===== src/hw/pdpc_pkg.sv =====
// Constants, types and ECC functions for the pre-driver protection and configuration block.
// Assumes one 10 MHz system clock that also serves as the internal timing reference.
// Function
// - Motor supply overvoltage always switches all gates off; nothing can mask it.
// - With drain-source compare disabled, drain-source events are ignored completely.
// - Compare on, trip off: drain-source event reported, gates stay active.
// - Compare and trip on: drain-source event reported and gates disabled.
// - Regulator overvoltage always reported; it tri-states gates only when trip enabled.
// - Protection shutdown holds gates off until end-of-frame report is acknowledged.
// - Gates off while logic supply or gate enable is low; released when high.
// - Configuration store corrects single-bit errors and detects double-bit errors.
// - Three-bit crossover delay sets dead time; default 011 gives 1.0 us.
// - Three-bit drain-source threshold selects monitor level; default 111.
// - Two-bit drain-source blanking sets ignore time after turn-on; default 10.
// - Three-bit shunt amplifier gain select; default 011 gives gain 17.2.
// - Boost reference select: 0 regulates to ground, 1 to supply; default 0; the code fixes the bit at 0 and serial writes force 0.
// - Serial port enable defaults 1; in serial mode only writable 1 to 0.
// - Gate undervoltage comparator enable, on at 1, default 0.
// - Fault PWM rate: 1 fast (default), 0 slow at 12.5 kHz.
// - Boost charge pump enable, on at 1, default 0.
// - Device enters serial mode only when all entry conditions and pulse are seen.
// - Enable rising in serial mode finishes writes, copies store, then normal mode.
// - Fault line held low while the configuration copy runs.
// - After reset and after serial mode, gates blocked until copy completes.
// - End-of-frame acknowledge clears latched errors except flags active in that cycle and idles fault line high.
// - Line sampled at each own PWM falling edge; low sample is an acknowledge.
package pdpc_pkg;

  // Clock and fault-line timing.
  localparam int CLK_PERIOD_NS = 100;
  localparam int FAST_PERIOD_NS = 10000;
  localparam int SLOW_FREQ_HZ = 12500;
  localparam int SLOW_PERIOD_NS = 1000000000 / SLOW_FREQ_HZ;
  localparam int FAST_CYC = FAST_PERIOD_NS / CLK_PERIOD_NS;
  localparam int SLOW_CYC = SLOW_PERIOD_NS / CLK_PERIOD_NS;
  localparam int ERR_DUTY_PERMILLE = 500;
  localparam int EOF_DUTY_PERMILLE = 935;
  localparam int PWM_W = 10;
  localparam logic [PWM_W-1:0] FAST_PER = PWM_W'(FAST_CYC);
  localparam logic [PWM_W-1:0] SLOW_PER = PWM_W'(SLOW_CYC);
  localparam logic [PWM_W-1:0] FAST_ERR_HI = PWM_W'(FAST_CYC * ERR_DUTY_PERMILLE / 1000);
  localparam logic [PWM_W-1:0] SLOW_ERR_HI = PWM_W'(SLOW_CYC * ERR_DUTY_PERMILLE / 1000);
  localparam logic [PWM_W-1:0] FAST_EOF_HI = PWM_W'(FAST_CYC * EOF_DUTY_PERMILLE / 1000);
  localparam logic [PWM_W-1:0] SLOW_EOF_HI = PWM_W'(SLOW_CYC * EOF_DUTY_PERMILLE / 1000);

  // Serial entry pulse window in clock periods.
  localparam int PULSE_W = 13;
  localparam logic [PULSE_W-1:0] ENTRY_MIN = 13'h0800;
  localparam logic [PULSE_W-1:0] ENTRY_MAX = 13'h1000;
  localparam logic [PULSE_W-1:0] PULSE_SAT = 13'h1001;

  // Register offsets.
  localparam int NWORDS = 6;
  localparam logic [2:0] ADDR_RSVD0 = 3'h0;
  localparam logic [2:0] ADDR_RSVD1 = 3'h1;
  localparam logic [2:0] ADDR_TIMING = 3'h2;
  localparam logic [2:0] ADDR_MONPWM = 3'h3;
  localparam logic [2:0] ADDR_PROT = 3'h4;
  localparam logic [2:0] ADDR_IFACE = 3'h5;

  // Field positions.
  localparam int DLY_LSB = 5;
  localparam int THR_LSB = 0;
  localparam int BLK_LSB = 6;
  localparam int PWMR_BIT = 5;
  localparam int GAIN_LSB = 1;
  localparam int BREF_BIT = 0;
  localparam int RTRIP_BIT = 7;
  localparam int DTRIP_BIT = 6;
  localparam int DCMP_BIT = 5;
  localparam int GUV_BIT = 4;
  localparam int PUMP_BIT = 2;
  localparam int SPEN_BIT = 7;

  // Values after reset and fixed bits per word.
  localparam logic [7:0] WORD_RESET [NWORDS] = '{8'h00, 8'h00, 8'h67, 8'hA6, 8'hE0, 8'hC0};
  localparam logic [7:0] FIXED_MASK [NWORDS] = '{8'hFF, 8'hFF, 8'h18, 8'h11, 8'h0B, 8'h7F};
  localparam logic [7:0] FIXED_VAL [NWORDS] = '{8'h00, 8'h00, 8'h00, 8'h00, 8'h00, 8'h40};

  // Error latch positions.
  localparam int ERR_MOV = 0;
  localparam int ERR_DS = 1;
  localparam int ERR_REG = 2;
  localparam int ERR_EEP = 3;

  typedef enum logic [1:0] {
    PDPC_COPY = 2'b00,
    PDPC_NORMAL = 2'b01,
    PDPC_SERIAL = 2'b10,
    PDPC_FINISH = 2'b11
  } pdpc_mode_t;

  typedef enum logic [1:0] {
    PDPC_IDLE = 2'b00,
    PDPC_ERR = 2'b01,
    PDPC_EOF = 2'b10
  } pdpc_rep_t;

  typedef struct packed {
    logic [2:0] crossover_delay;
    logic [2:0] drain_source_threshold;
    logic [1:0] drain_source_blanking;
    logic [2:0] shunt_amp_gain;
    logic boost_reference_select;
    logic fault_pwm_rate;
    logic gate_undervolt_compare_enable;
    logic boost_pump_enable;
    logic drain_source_compare_enable;
    logic drain_source_trip_enable;
    logic regulator_overvolt_trip_enable;
    logic serial_port_enable;
  } pdpc_cfg_t;

  typedef struct packed {
    logic [7:0] data;
    logic ded;
  } pdpc_dec_t;

  // Hamming code over positions 1..12 with overall parity in bit 0.
  function automatic logic [12:0] pdpc_enc(input logic [7:0] d);
    logic [12:0] cw;
    int k;
    cw = '0;
    k = 0;
    for (int p = 3; p < 13; p++) begin
      if (p != 4 && p != 8) begin
        cw[p] = d[k];
        k++;
      end
    end
    for (int b = 0; b < 4; b++) begin
      for (int p = 3; p < 13; p++) begin
        if (p[b] && p != (1 << b)) begin
          cw[1 << b] = cw[1 << b] ^ cw[p];
        end
      end
    end
    cw[0] = ^cw[12:1];
    return cw;
  endfunction

  function automatic pdpc_dec_t pdpc_dec(input logic [12:0] cw_in);
    logic [12:0] cw;
    logic [3:0] syn;
    pdpc_dec_t r;
    int k;
    cw = cw_in;
    syn = 4'h0;
    r = '0;
    k = 0;
    for (int p = 1; p < 13; p++) begin
      if (cw[p]) begin
        syn = syn ^ 4'(p);
      end
    end
    if (syn != 4'h0 && !(^cw)) begin
      r.ded = 1'b1;
    end else if (syn != 4'h0 && syn < 4'hD) begin
      cw[syn] = ~cw[syn];
    end else if (syn != 4'h0) begin
      r.ded = 1'b1;
    end
    for (int p = 3; p < 13; p++) begin
      if (p != 4 && p != 8) begin
        r.data[k] = cw[p];
        k++;
      end
    end
    return r;
  endfunction

endpackage


===== src/hw/pdpc_top.sv =====
// Protection, fault-line handshake and configuration store of a three-phase gate pre-driver.
// Assumes pins and comparator flags are asynchronous and the serial port logic is on sys_clk.
`timescale 1ns/1ps
module pdpc_top
  import pdpc_pkg::*;
#(
  parameter int EEP_WRITE_CYCLES = 16
) (
  // Clock and reset.
  input wire logic sys_clk,
  input wire logic rst_b,
  // Pins from the controller.
  input wire logic logic_supply_pin,
  input wire logic gate_enable_input,
  input wire logic [2:0] high_side_input,
  input wire logic [2:0] low_side_input,
  input wire logic fault_line_in,
  output logic fault_line_out,
  output logic fault_line_oe_b,
  // Analog comparator flags.
  input wire logic motor_supply_overvolt,
  input wire logic drain_source_overvolt,
  input wire logic regulator_overvolt_flag,
  // Gate outputs.
  output logic [2:0] gate_high_out,
  output logic [2:0] gate_low_out,
  output logic gate_hiz,
  // Working configuration.
  output pdpc_cfg_t cfg,
  // Serial programming port.
  input wire logic ser_write,
  input wire logic [2:0] ser_addr,
  input wire logic [7:0] ser_wdata,
  output logic [7:0] ser_rdata,
  output logic ser_busy,
  output logic serial_mode,
  output logic eeprom_error
);

  // Refuse write times that the eight-bit write counter cannot hold.
  if (EEP_WRITE_CYCLES < 1 || EEP_WRITE_CYCLES > 255) begin : g_bad_write_cycles
    $error("EEP_WRITE_CYCLES must be 1 to 255");
  end

  localparam int SYNC_W = 12;

  logic [SYNC_W-1:0] pin_raw;
  logic [SYNC_W-1:0] sync_a;
  logic [SYNC_W-1:0] sync_b;
  logic vcc_s;
  logic en_s;
  logic [2:0] hs_s;
  logic [2:0] ls_s;
  logic fault_s;
  logic mov_s;
  logic ds_s;
  logic reg_s;

  pdpc_mode_t mode;
  pdpc_mode_t next_mode;
  pdpc_rep_t rep;
  pdpc_rep_t next_rep;
  logic [7:0] work [NWORDS];
  logic [12:0] eep [NWORDS];
  logic [2:0] copy_idx;
  pdpc_dec_t copy_dec;
  logic [3:0] err_lat;
  logic [3:0] err_set;
  logic eof_ack;
  logic trip;
  logic gate_off;
  logic [PWM_W-1:0] pwm_cnt;
  logic [PWM_W-1:0] pwm_per;
  logic [PWM_W-1:0] pwm_hi;
  logic pwm_fall;
  logic ack;
  logic [PULSE_W-1:0] low_cnt;
  logic entry_ok;
  logic entry_cond;
  logic entry_hit;
  logic [7:0] wr_cnt;
  logic [2:0] wr_addr;
  logic [7:0] wr_data;
  logic [7:0] ser_word;
  pdpc_dec_t ser_dec;
  logic next_fault_out;
  logic next_fault_oe_b;

  // Two-flop synchronisers for every asynchronous input.
  assign pin_raw = {logic_supply_pin, gate_enable_input, high_side_input, low_side_input,
                    fault_line_in, motor_supply_overvolt, drain_source_overvolt,
                    regulator_overvolt_flag};

  genvar gi;
  generate
    for (gi = 0; gi < SYNC_W; gi++) begin : g_sync
      always_ff @(posedge sys_clk or negedge rst_b) begin
        if (!rst_b) begin
          sync_a[gi] <= 1'b0;
          sync_b[gi] <= 1'b0;
        end else begin
          sync_a[gi] <= pin_raw[gi];
          sync_b[gi] <= sync_a[gi];
        end
      end
    end
  endgenerate

  assign vcc_s = sync_b[11];
  assign en_s = sync_b[10];
  assign hs_s = sync_b[9:7];
  assign ls_s = sync_b[6:4];
  assign fault_s = sync_b[3];
  assign mov_s = sync_b[2];
  assign ds_s = sync_b[1];
  assign reg_s = sync_b[0];

  // Working configuration fields.
  assign cfg.crossover_delay = work[ADDR_TIMING][DLY_LSB +: 3];
  assign cfg.drain_source_threshold = work[ADDR_TIMING][THR_LSB +: 3];
  assign cfg.drain_source_blanking = work[ADDR_MONPWM][BLK_LSB +: 2];
  assign cfg.shunt_amp_gain = work[ADDR_MONPWM][GAIN_LSB +: 3];
  assign cfg.boost_reference_select = work[ADDR_MONPWM][BREF_BIT];
  assign cfg.fault_pwm_rate = work[ADDR_MONPWM][PWMR_BIT];
  assign cfg.gate_undervolt_compare_enable = work[ADDR_PROT][GUV_BIT];
  assign cfg.boost_pump_enable = work[ADDR_PROT][PUMP_BIT];
  assign cfg.drain_source_compare_enable = work[ADDR_PROT][DCMP_BIT];
  assign cfg.drain_source_trip_enable = work[ADDR_PROT][DTRIP_BIT];
  assign cfg.regulator_overvolt_trip_enable = work[ADDR_PROT][RTRIP_BIT];
  assign cfg.serial_port_enable = work[ADDR_IFACE][SPEN_BIT];

  // Error latches: a new event in the clearing cycle survives.
  assign copy_dec = pdpc_dec(eep[copy_idx]);
  always_comb begin
    err_set = 4'h0;
    err_set[ERR_MOV] = mov_s;
    err_set[ERR_DS] = ds_s & cfg.drain_source_compare_enable;
    err_set[ERR_REG] = reg_s;
    err_set[ERR_EEP] = (mode == PDPC_COPY) & copy_dec.ded;
  end

  always_ff @(posedge sys_clk or negedge rst_b) begin
    if (!rst_b) begin
      err_lat <= 4'h0;
    end else if (eof_ack || !vcc_s) begin
      err_lat <= err_set;
    end else begin
      err_lat <= err_lat | err_set;
    end
  end

  assign trip = err_lat[ERR_MOV]
              | (err_lat[ERR_DS] & cfg.drain_source_trip_enable)
              | (err_lat[ERR_REG] & cfg.regulator_overvolt_trip_enable);
  assign gate_off = trip | !vcc_s | !en_s | (mode != PDPC_NORMAL);

  // Gate outputs.
  always_ff @(posedge sys_clk or negedge rst_b) begin
    if (!rst_b) begin
      gate_hiz <= 1'b1;
      gate_high_out <= 3'h0;
      gate_low_out <= 3'h0;
    end else begin
      gate_hiz <= gate_off;
      gate_high_out <= gate_off ? 3'h0 : hs_s;
      gate_low_out <= gate_off ? 3'h0 : ls_s;
    end
  end

  // Fault-line PWM and acknowledge sampling.
  assign pwm_per = cfg.fault_pwm_rate ? FAST_PER : SLOW_PER;
  always_comb begin
    if (rep == PDPC_EOF) begin
      pwm_hi = cfg.fault_pwm_rate ? FAST_EOF_HI : SLOW_EOF_HI;
    end else begin
      pwm_hi = cfg.fault_pwm_rate ? FAST_ERR_HI : SLOW_ERR_HI;
    end
  end
  assign pwm_fall = (rep != PDPC_IDLE) && (pwm_cnt == pwm_hi - 1'b1);
  assign ack = pwm_fall && !fault_s;
  assign eof_ack = ack && (rep == PDPC_EOF);

  always_ff @(posedge sys_clk or negedge rst_b) begin
    if (!rst_b) begin
      pwm_cnt <= '0;
    end else if (rep == PDPC_IDLE || ack || pwm_cnt >= pwm_per - 1'b1) begin
      pwm_cnt <= '0;
    end else begin
      pwm_cnt <= pwm_cnt + 1'b1;
    end
  end

  always_comb begin
    next_rep = rep;
    case (rep)
      PDPC_IDLE: begin
        if (err_lat != 4'h0 && vcc_s && mode == PDPC_NORMAL) begin
          next_rep = PDPC_ERR;
        end
      end
      PDPC_ERR: begin
        if (ack) begin
          next_rep = PDPC_EOF;
        end
      end
      PDPC_EOF: begin
        if (ack) begin
          next_rep = PDPC_IDLE;
        end
      end
      default: begin
        next_rep = PDPC_IDLE;
      end
    endcase
    if (!vcc_s) begin
      next_rep = PDPC_IDLE;
    end
  end

  always_ff @(posedge sys_clk or negedge rst_b) begin
    if (!rst_b) begin
      rep <= PDPC_IDLE;
    end else begin
      rep <= next_rep;
    end
  end

  // Serial entry pulse measurement.
  assign entry_cond = !en_s && (err_lat == 4'h0) && (rep == PDPC_IDLE)
                    && (hs_s == 3'h7) && (ls_s == 3'h0) && cfg.serial_port_enable;
  assign entry_hit = fault_s && (low_cnt >= ENTRY_MIN) && (low_cnt <= ENTRY_MAX)
                   && entry_ok && entry_cond;

  always_ff @(posedge sys_clk or negedge rst_b) begin
    if (!rst_b) begin
      low_cnt <= '0;
      entry_ok <= 1'b0;
    end else if (fault_s || mode != PDPC_NORMAL) begin
      low_cnt <= '0;
      entry_ok <= 1'b1;
    end else begin
      low_cnt <= (low_cnt == PULSE_SAT) ? low_cnt : low_cnt + 1'b1;
      entry_ok <= entry_ok & entry_cond;
    end
  end

  // Mode sequence.
  always_comb begin
    next_mode = mode;
    case (mode)
      PDPC_COPY: begin
        if (copy_idx == 3'(NWORDS - 1)) begin
          next_mode = PDPC_NORMAL;
        end
      end
      PDPC_NORMAL: begin
        if (entry_hit) begin
          next_mode = PDPC_SERIAL;
        end
      end
      PDPC_SERIAL: begin
        if (en_s) begin
          next_mode = PDPC_FINISH;
        end
      end
      PDPC_FINISH: begin
        if (wr_cnt == 8'h00) begin
          next_mode = PDPC_COPY;
        end
      end
      default: begin
        next_mode = PDPC_COPY;
      end
    endcase
  end

  always_ff @(posedge sys_clk or negedge rst_b) begin
    if (!rst_b) begin
      mode <= PDPC_COPY;
      serial_mode <= 1'b0;
    end else begin
      mode <= next_mode;
      serial_mode <= (next_mode == PDPC_SERIAL);
    end
  end

  // Copy of the store into the working registers.
  always_ff @(posedge sys_clk or negedge rst_b) begin
    if (!rst_b) begin
      copy_idx <= 3'h0;
      eeprom_error <= 1'b0;
      for (int i = 0; i < NWORDS; i++) begin
        work[i] <= WORD_RESET[i];
      end
    end else if (mode == PDPC_COPY) begin
      work[copy_idx] <= copy_dec.data;
      copy_idx <= (copy_idx == 3'(NWORDS - 1)) ? 3'h0 : copy_idx + 1'b1;
      eeprom_error <= (copy_idx == 3'h0) ? copy_dec.ded : (eeprom_error | copy_dec.ded);
    end
  end

  // Serial port: writes take EEP_WRITE_CYCLES before they land in the store.
  assign ser_dec = pdpc_dec(eep[ser_addr]);
  assign ser_word = ser_dec.data;

  always_ff @(posedge sys_clk or negedge rst_b) begin
    if (!rst_b) begin
      wr_cnt <= 8'h00;
      wr_addr <= 3'h0;
      wr_data <= 8'h00;
      ser_busy <= 1'b0;
      ser_rdata <= 8'h00;
      for (int i = 0; i < NWORDS; i++) begin
        eep[i] <= pdpc_enc(WORD_RESET[i]);
      end
    end else begin
      ser_rdata <= (ser_addr < 3'(NWORDS)) ? ser_word : 8'h00;
      if (wr_cnt != 8'h00) begin
        wr_cnt <= wr_cnt - 1'b1;
        ser_busy <= (wr_cnt != 8'h01);
        if (wr_cnt == 8'h01) begin
          eep[wr_addr] <= pdpc_enc(wr_data);
        end
      end else if (mode == PDPC_SERIAL && ser_write && ser_addr >= ADDR_TIMING
                   && ser_addr <= ADDR_IFACE) begin
        wr_cnt <= 8'(EEP_WRITE_CYCLES);
        wr_addr <= ser_addr;
        ser_busy <= 1'b1;
        wr_data <= (ser_wdata & ~FIXED_MASK[ser_addr]) | FIXED_VAL[ser_addr];
        if (ser_addr == ADDR_IFACE) begin
          wr_data[SPEN_BIT] <= ser_wdata[SPEN_BIT] & ser_word[SPEN_BIT];
        end
      end
    end
  end

  // Fault-line drive.
  always_comb begin
    next_fault_out = 1'b1;
    next_fault_oe_b = 1'b0;
    case (next_mode)
      PDPC_COPY, PDPC_FINISH: begin
        next_fault_out = 1'b0;
      end
      PDPC_SERIAL: begin
        next_fault_oe_b = 1'b1;
      end
      PDPC_NORMAL: begin
        if (!vcc_s) begin
          next_fault_out = 1'b0;
        end else if (next_rep != PDPC_IDLE) begin
          next_fault_out = (pwm_cnt < pwm_hi) && !ack;
        end
      end
      default: begin
        next_fault_out = 1'b0;
      end
    endcase
  end

  always_ff @(posedge sys_clk or negedge rst_b) begin
    if (!rst_b) begin
      fault_line_out <= 1'b0;
      fault_line_oe_b <= 1'b0;
    end else begin
      fault_line_out <= next_fault_out;
      fault_line_oe_b <= next_fault_oe_b;
    end
  end

endmodule


===== config.mk =====
export PLATFORM = sky130hd
export DESIGN_NAME = pdpc_top
export DESIGN_NICKNAME = d
export VERILOG_FILES = /design/src/hw/pdpc_pkg.sv /design/src/hw/pdpc_top.sv
export SDC_FILE = /design/constraint.sdc
export NUM_CORES = 1
export LEC_CHECK = 0
export BUFFER_PORTS_ARGS = -buffer_cell sky130_fd_sc_hd__buf_2
export CAP_MARGIN = 30
export CORE_MARGIN = 5
export CORE_UTILIZATION = 30
export CTS_BUF_LIST = sky130_fd_sc_hd__clkbuf_8
export DETAILED_ROUTE_END_ITERATION = 12
export GPL_TIMING_DRIVEN = 1
export PLACE_DENSITY = 0.55
export RECOVER_POWER = 25
export SLEW_MARGIN = 20
export SYNTH_ARGS = -nofsm -noshare
export SYNTH_HDL_FRONTEND = slang
export SYNTH_SLANG_ARGS = --single-unit

===== constraint.sdc =====
create_clock -name sys_clk -period 3.9 [get_ports sys_clk]
set_clock_uncertainty 0.05 [all_clocks]
set_input_delay 0.39 -clock sys_clk [delete_from_list [all_inputs] [get_ports sys_clk]]
set_output_delay 0.39 -clock sys_clk [all_outputs]
set_load 0.01 [all_outputs]

==> results.yml <==
synth:
  syn_area_per_cell_sq_um: 10.7
  async_flop_share_pct: 100
  netlist_area_sq_um: 10900
  synth-compound-area-share_pct: 10.7
  synthMuxAreaShare_pct: 16.4
  ys_seq_elements: 194
  synth_top_family_by_area: "multiplexers"
  synth_cells: 1019
  synth_fp_nets: 1073
  synth-simple-area-share_pct: 13.1
  synth-xor-area-share_pct: 8.31
  synth_fa_ha_area_share_pct: 3.50
  synth_cell_type_count: 83
  synth_edf_count: 0
  ys.flop_type: "dfrtp_1"
  ys_warn_count: 0
  seq_area_frac_synth_pct: 45.0
timing:
  min_period_over_period_pct: 94.7
  slew_viol_final: 91
  setup_viol: 0
  max_freq_mhz: 271
  rsz0062_at_grt: "false"
  setup_slack_ps: 206
  tightest_slew_ps: 2320
  finalHoldViolCount: 0
  finalSetupTns_ps: 0
  relSlewSlack_pct: -54.6
  period_minus_slack_ps: 3690
detailed_routing:
  antenna_left: 0
  first_pass_iters: 5
  routed_wl_mm: 28.0
  first_iter_violations: 479
  wire_per_inst_um: 17.5
  via_count: 7905
  drc_errors: 0
  via_per_inst: 4.95
min_path:
  min_path_type: "in -> reg"
global_route:
  grt_pass1_wl_mm: 45.1
  grt_antenna_before_repair: 0
  grt_overflow: 0
  grtUsageTotal_pct: 13.9
  grt_pass1_vias: 7900
  grt_max_degree: 92
cts:
  cts_sinks: 194
  htree_levels: 4
  tritoncts: "done"
  numCtsBuffers: 17
  clk_pin_slew_worst_paths_ps: 100
  root_buffer: "clkbuf_8"
  clk_latency_ps: 490
  clockBufferDepth: 2
finish:
  n_fill_cell: 3619
  fin_util_pct: 35.1
  drive_above_1_share_pct: 26.6
  regArea_sq_um: 4900
  final_nets: 1178
  multi_input_area_sq_um: 5700
  areaGrowthSynthToFinish_pct: 15.2
  n_antenna_cell: 0
pwr:
  vdd_drop_max_mv: 0.204
  power_density_nw_per_um2: 288
  p_total_mw: 3.61
  p_leak_nw: 5.59
place:
  dp_slack_ps: 89.7
  port_buffers: 64
  finalWeightedCongestion: 0.828
  hpwl_mm: 20.5
worst_setup_path:
  worstSetupPathType: "reg -> reg"
  cp-start-kind: "flip-flop"
  critPathMaxFanout: 9
  crit_arrival_ps: 3990
  r2r_slack_ps: 210
  end_kind: "flip-flop"
  cp.required_ps: 4200
floorplan:
  dieArea_sq_um: 40200
  fp-row-count: 69
  io_pins: 65
  die_w_um: 200
  fp.coreArea_sq_um: 35700
  die_y_um: 200
  start_util_pct: 30.5
run_status:
  violations: "max-capacitance violations, max-slew violations"
  run_status: "complete, but fails checks"
flow_run:
  drv_cap: 1
-- cell type report --
type,instances,share of cell area [%]
sequential,194,39.1
tap,461,4.60
multi-input combinational,755,45.5
inverter,27,0.809
clock buffer,17,1.87
clock inverter,15,1.05
timing repair buffer,129,7.05
-- per-stage QoR --
stage	cell area [sq um]	std cells	hold slack, ps
final	12500	1598	74.6
after global routing	12500	1598	57.0
after CTS	12500	1593	45.7
after detailed placement	12000	1548	286
after global placement	12000	1548	283
after floorplan	10900	1019	44.4
-- layout by cell type (no fill, tap or decap), types with 5 or more instances in the layout --
cell	count
nand3_1	22
nand2_1	80
inv_1	29
nand2b_1	14
mux2i_1	65
nand4_1	11
nor2_1	86
and3_1	5
nor3_1	15
ha_1	28
o21a_1	9
o22ai_1	12
nor4_1	7
or2_2	6
buf_2	61
and2_1	7
clkbuf_8	17
dfrtp_1	156
o21ai_0	39
a21oi_1	50
dlygate4sd3_1	13
mux2_2	80
buf_4	47
xnor2_1	51
a21o_1	10
a31oi_1	5
mux4_2	9
nor2b_1	9
xor2_1	40
inv_6	5
dfstp_2	38
o31ai_1	10
-- final timing paths --
kind,startpoint,endpoint,cells after the start
max,copy_idx[1],cfg[7],13
max in group asynchronous,rst_b,eep[50],3
min in group asynchronous,rst_b,pwm_cnt[2],2
min,ser_wdata[5],wr_data[5],3
max reg2reg,copy_idx[1],cfg[7],13
min reg2reg,sync_a[7],hs_s[0],0
-- cells in the mapped netlist (8+ instances only) --
cell	number	area share, %
dfrtp_1	156	36
nor2_1	86	3.0
mux2_2	80	8.3
nand2_1	80	2.8
mux2i_1	68	6.3
xnor2_1	53	4.3
a21oi_1	50	2.3
xor2_1	40	3.2
o21ai_0	39	1.8
dfstp_2	38	9.2
ha_1	28	3.2
inv_1	26	0.90
clkbuf_1	24	0.83
nand3_1	22	1.0
nor3_1	15	0.69
nand2b_1	14	0.80
o22ai_1	12	0.69
nand4_1	11	0.63
a21o_1	10	0.69
o31ai_1	10	0.69
buf_2	9	0.41
mux4_2	9	1.9
nor2b_1	9	0.52
o21a_1	9	0.62
nor4_1	8	0.46
-- critical path, cell delays in order, from the launching register on --
cell and delay, ps:
dfrtp_1 410, buf_6 200, mux2i_2 310, o22ai_2 110, or2_4 280, xnor2_4 210
xnor3_2 420, mux2i_1 190, or3b_1 370, a21o_1 220, a221oi_4 300, buf_4 190
and4_1 220, o31ai_1 80
-- where the power goes --
group,leakage (nW),switching (mW),internal (mW),total [mW]
Sequential,2.49,0.0193,2.04,2.06
Clock,0.197,0.769,0.513,1.28
Combinational,2.91,0.159,0.107,0.266
-- flip-flops by register name, summed over array words and instances, names as in the netlist, 2 cells and up --
name           cells
ls_s               3
wr_addr            3
copy_idx           3
ser_rdata          8
gate_high_out      3
cfg               19
gate_low_out       3
low_cnt           13
wr_cnt             8
err_lat            4
sync_a            12
hs_s               3
pwm_cnt           10
wr_data            8
mode               2
eep               78
rep                2
-- logic make-up (layout without fill, tap and decap cells) --
kind of cell	Yosys count	in the layout
simple gates	292	292
flops	194	194
compound gates	178	178
mux	157	157
xor+xnor	97	97
buf+inv	70	188
fa+ha+maj	31	31
-- repair_timing --
| action | in CTS | in global routing |
|---|---|---|
| hold endpoints to repair | 84 | 0 |
| setup endpoints to repair | 0 | 17 |
| buffers inserted | 0 | 5 |
| resized for setup | 0 | 7 |
| hold buffers | 13 | 0 |
-- layer usage --
layer,global-route usage [%],vias up,routed length (um),share of wire [%]
met5,0,-,0,0
met4,2.51,0,260,0.93
met1,20.1,3942,14200,51
met3,2.81,15,924,3.3
li1,-,3827,-,-
met2,22.0,121,12600,45
Power figures use the tool's default switching activity.
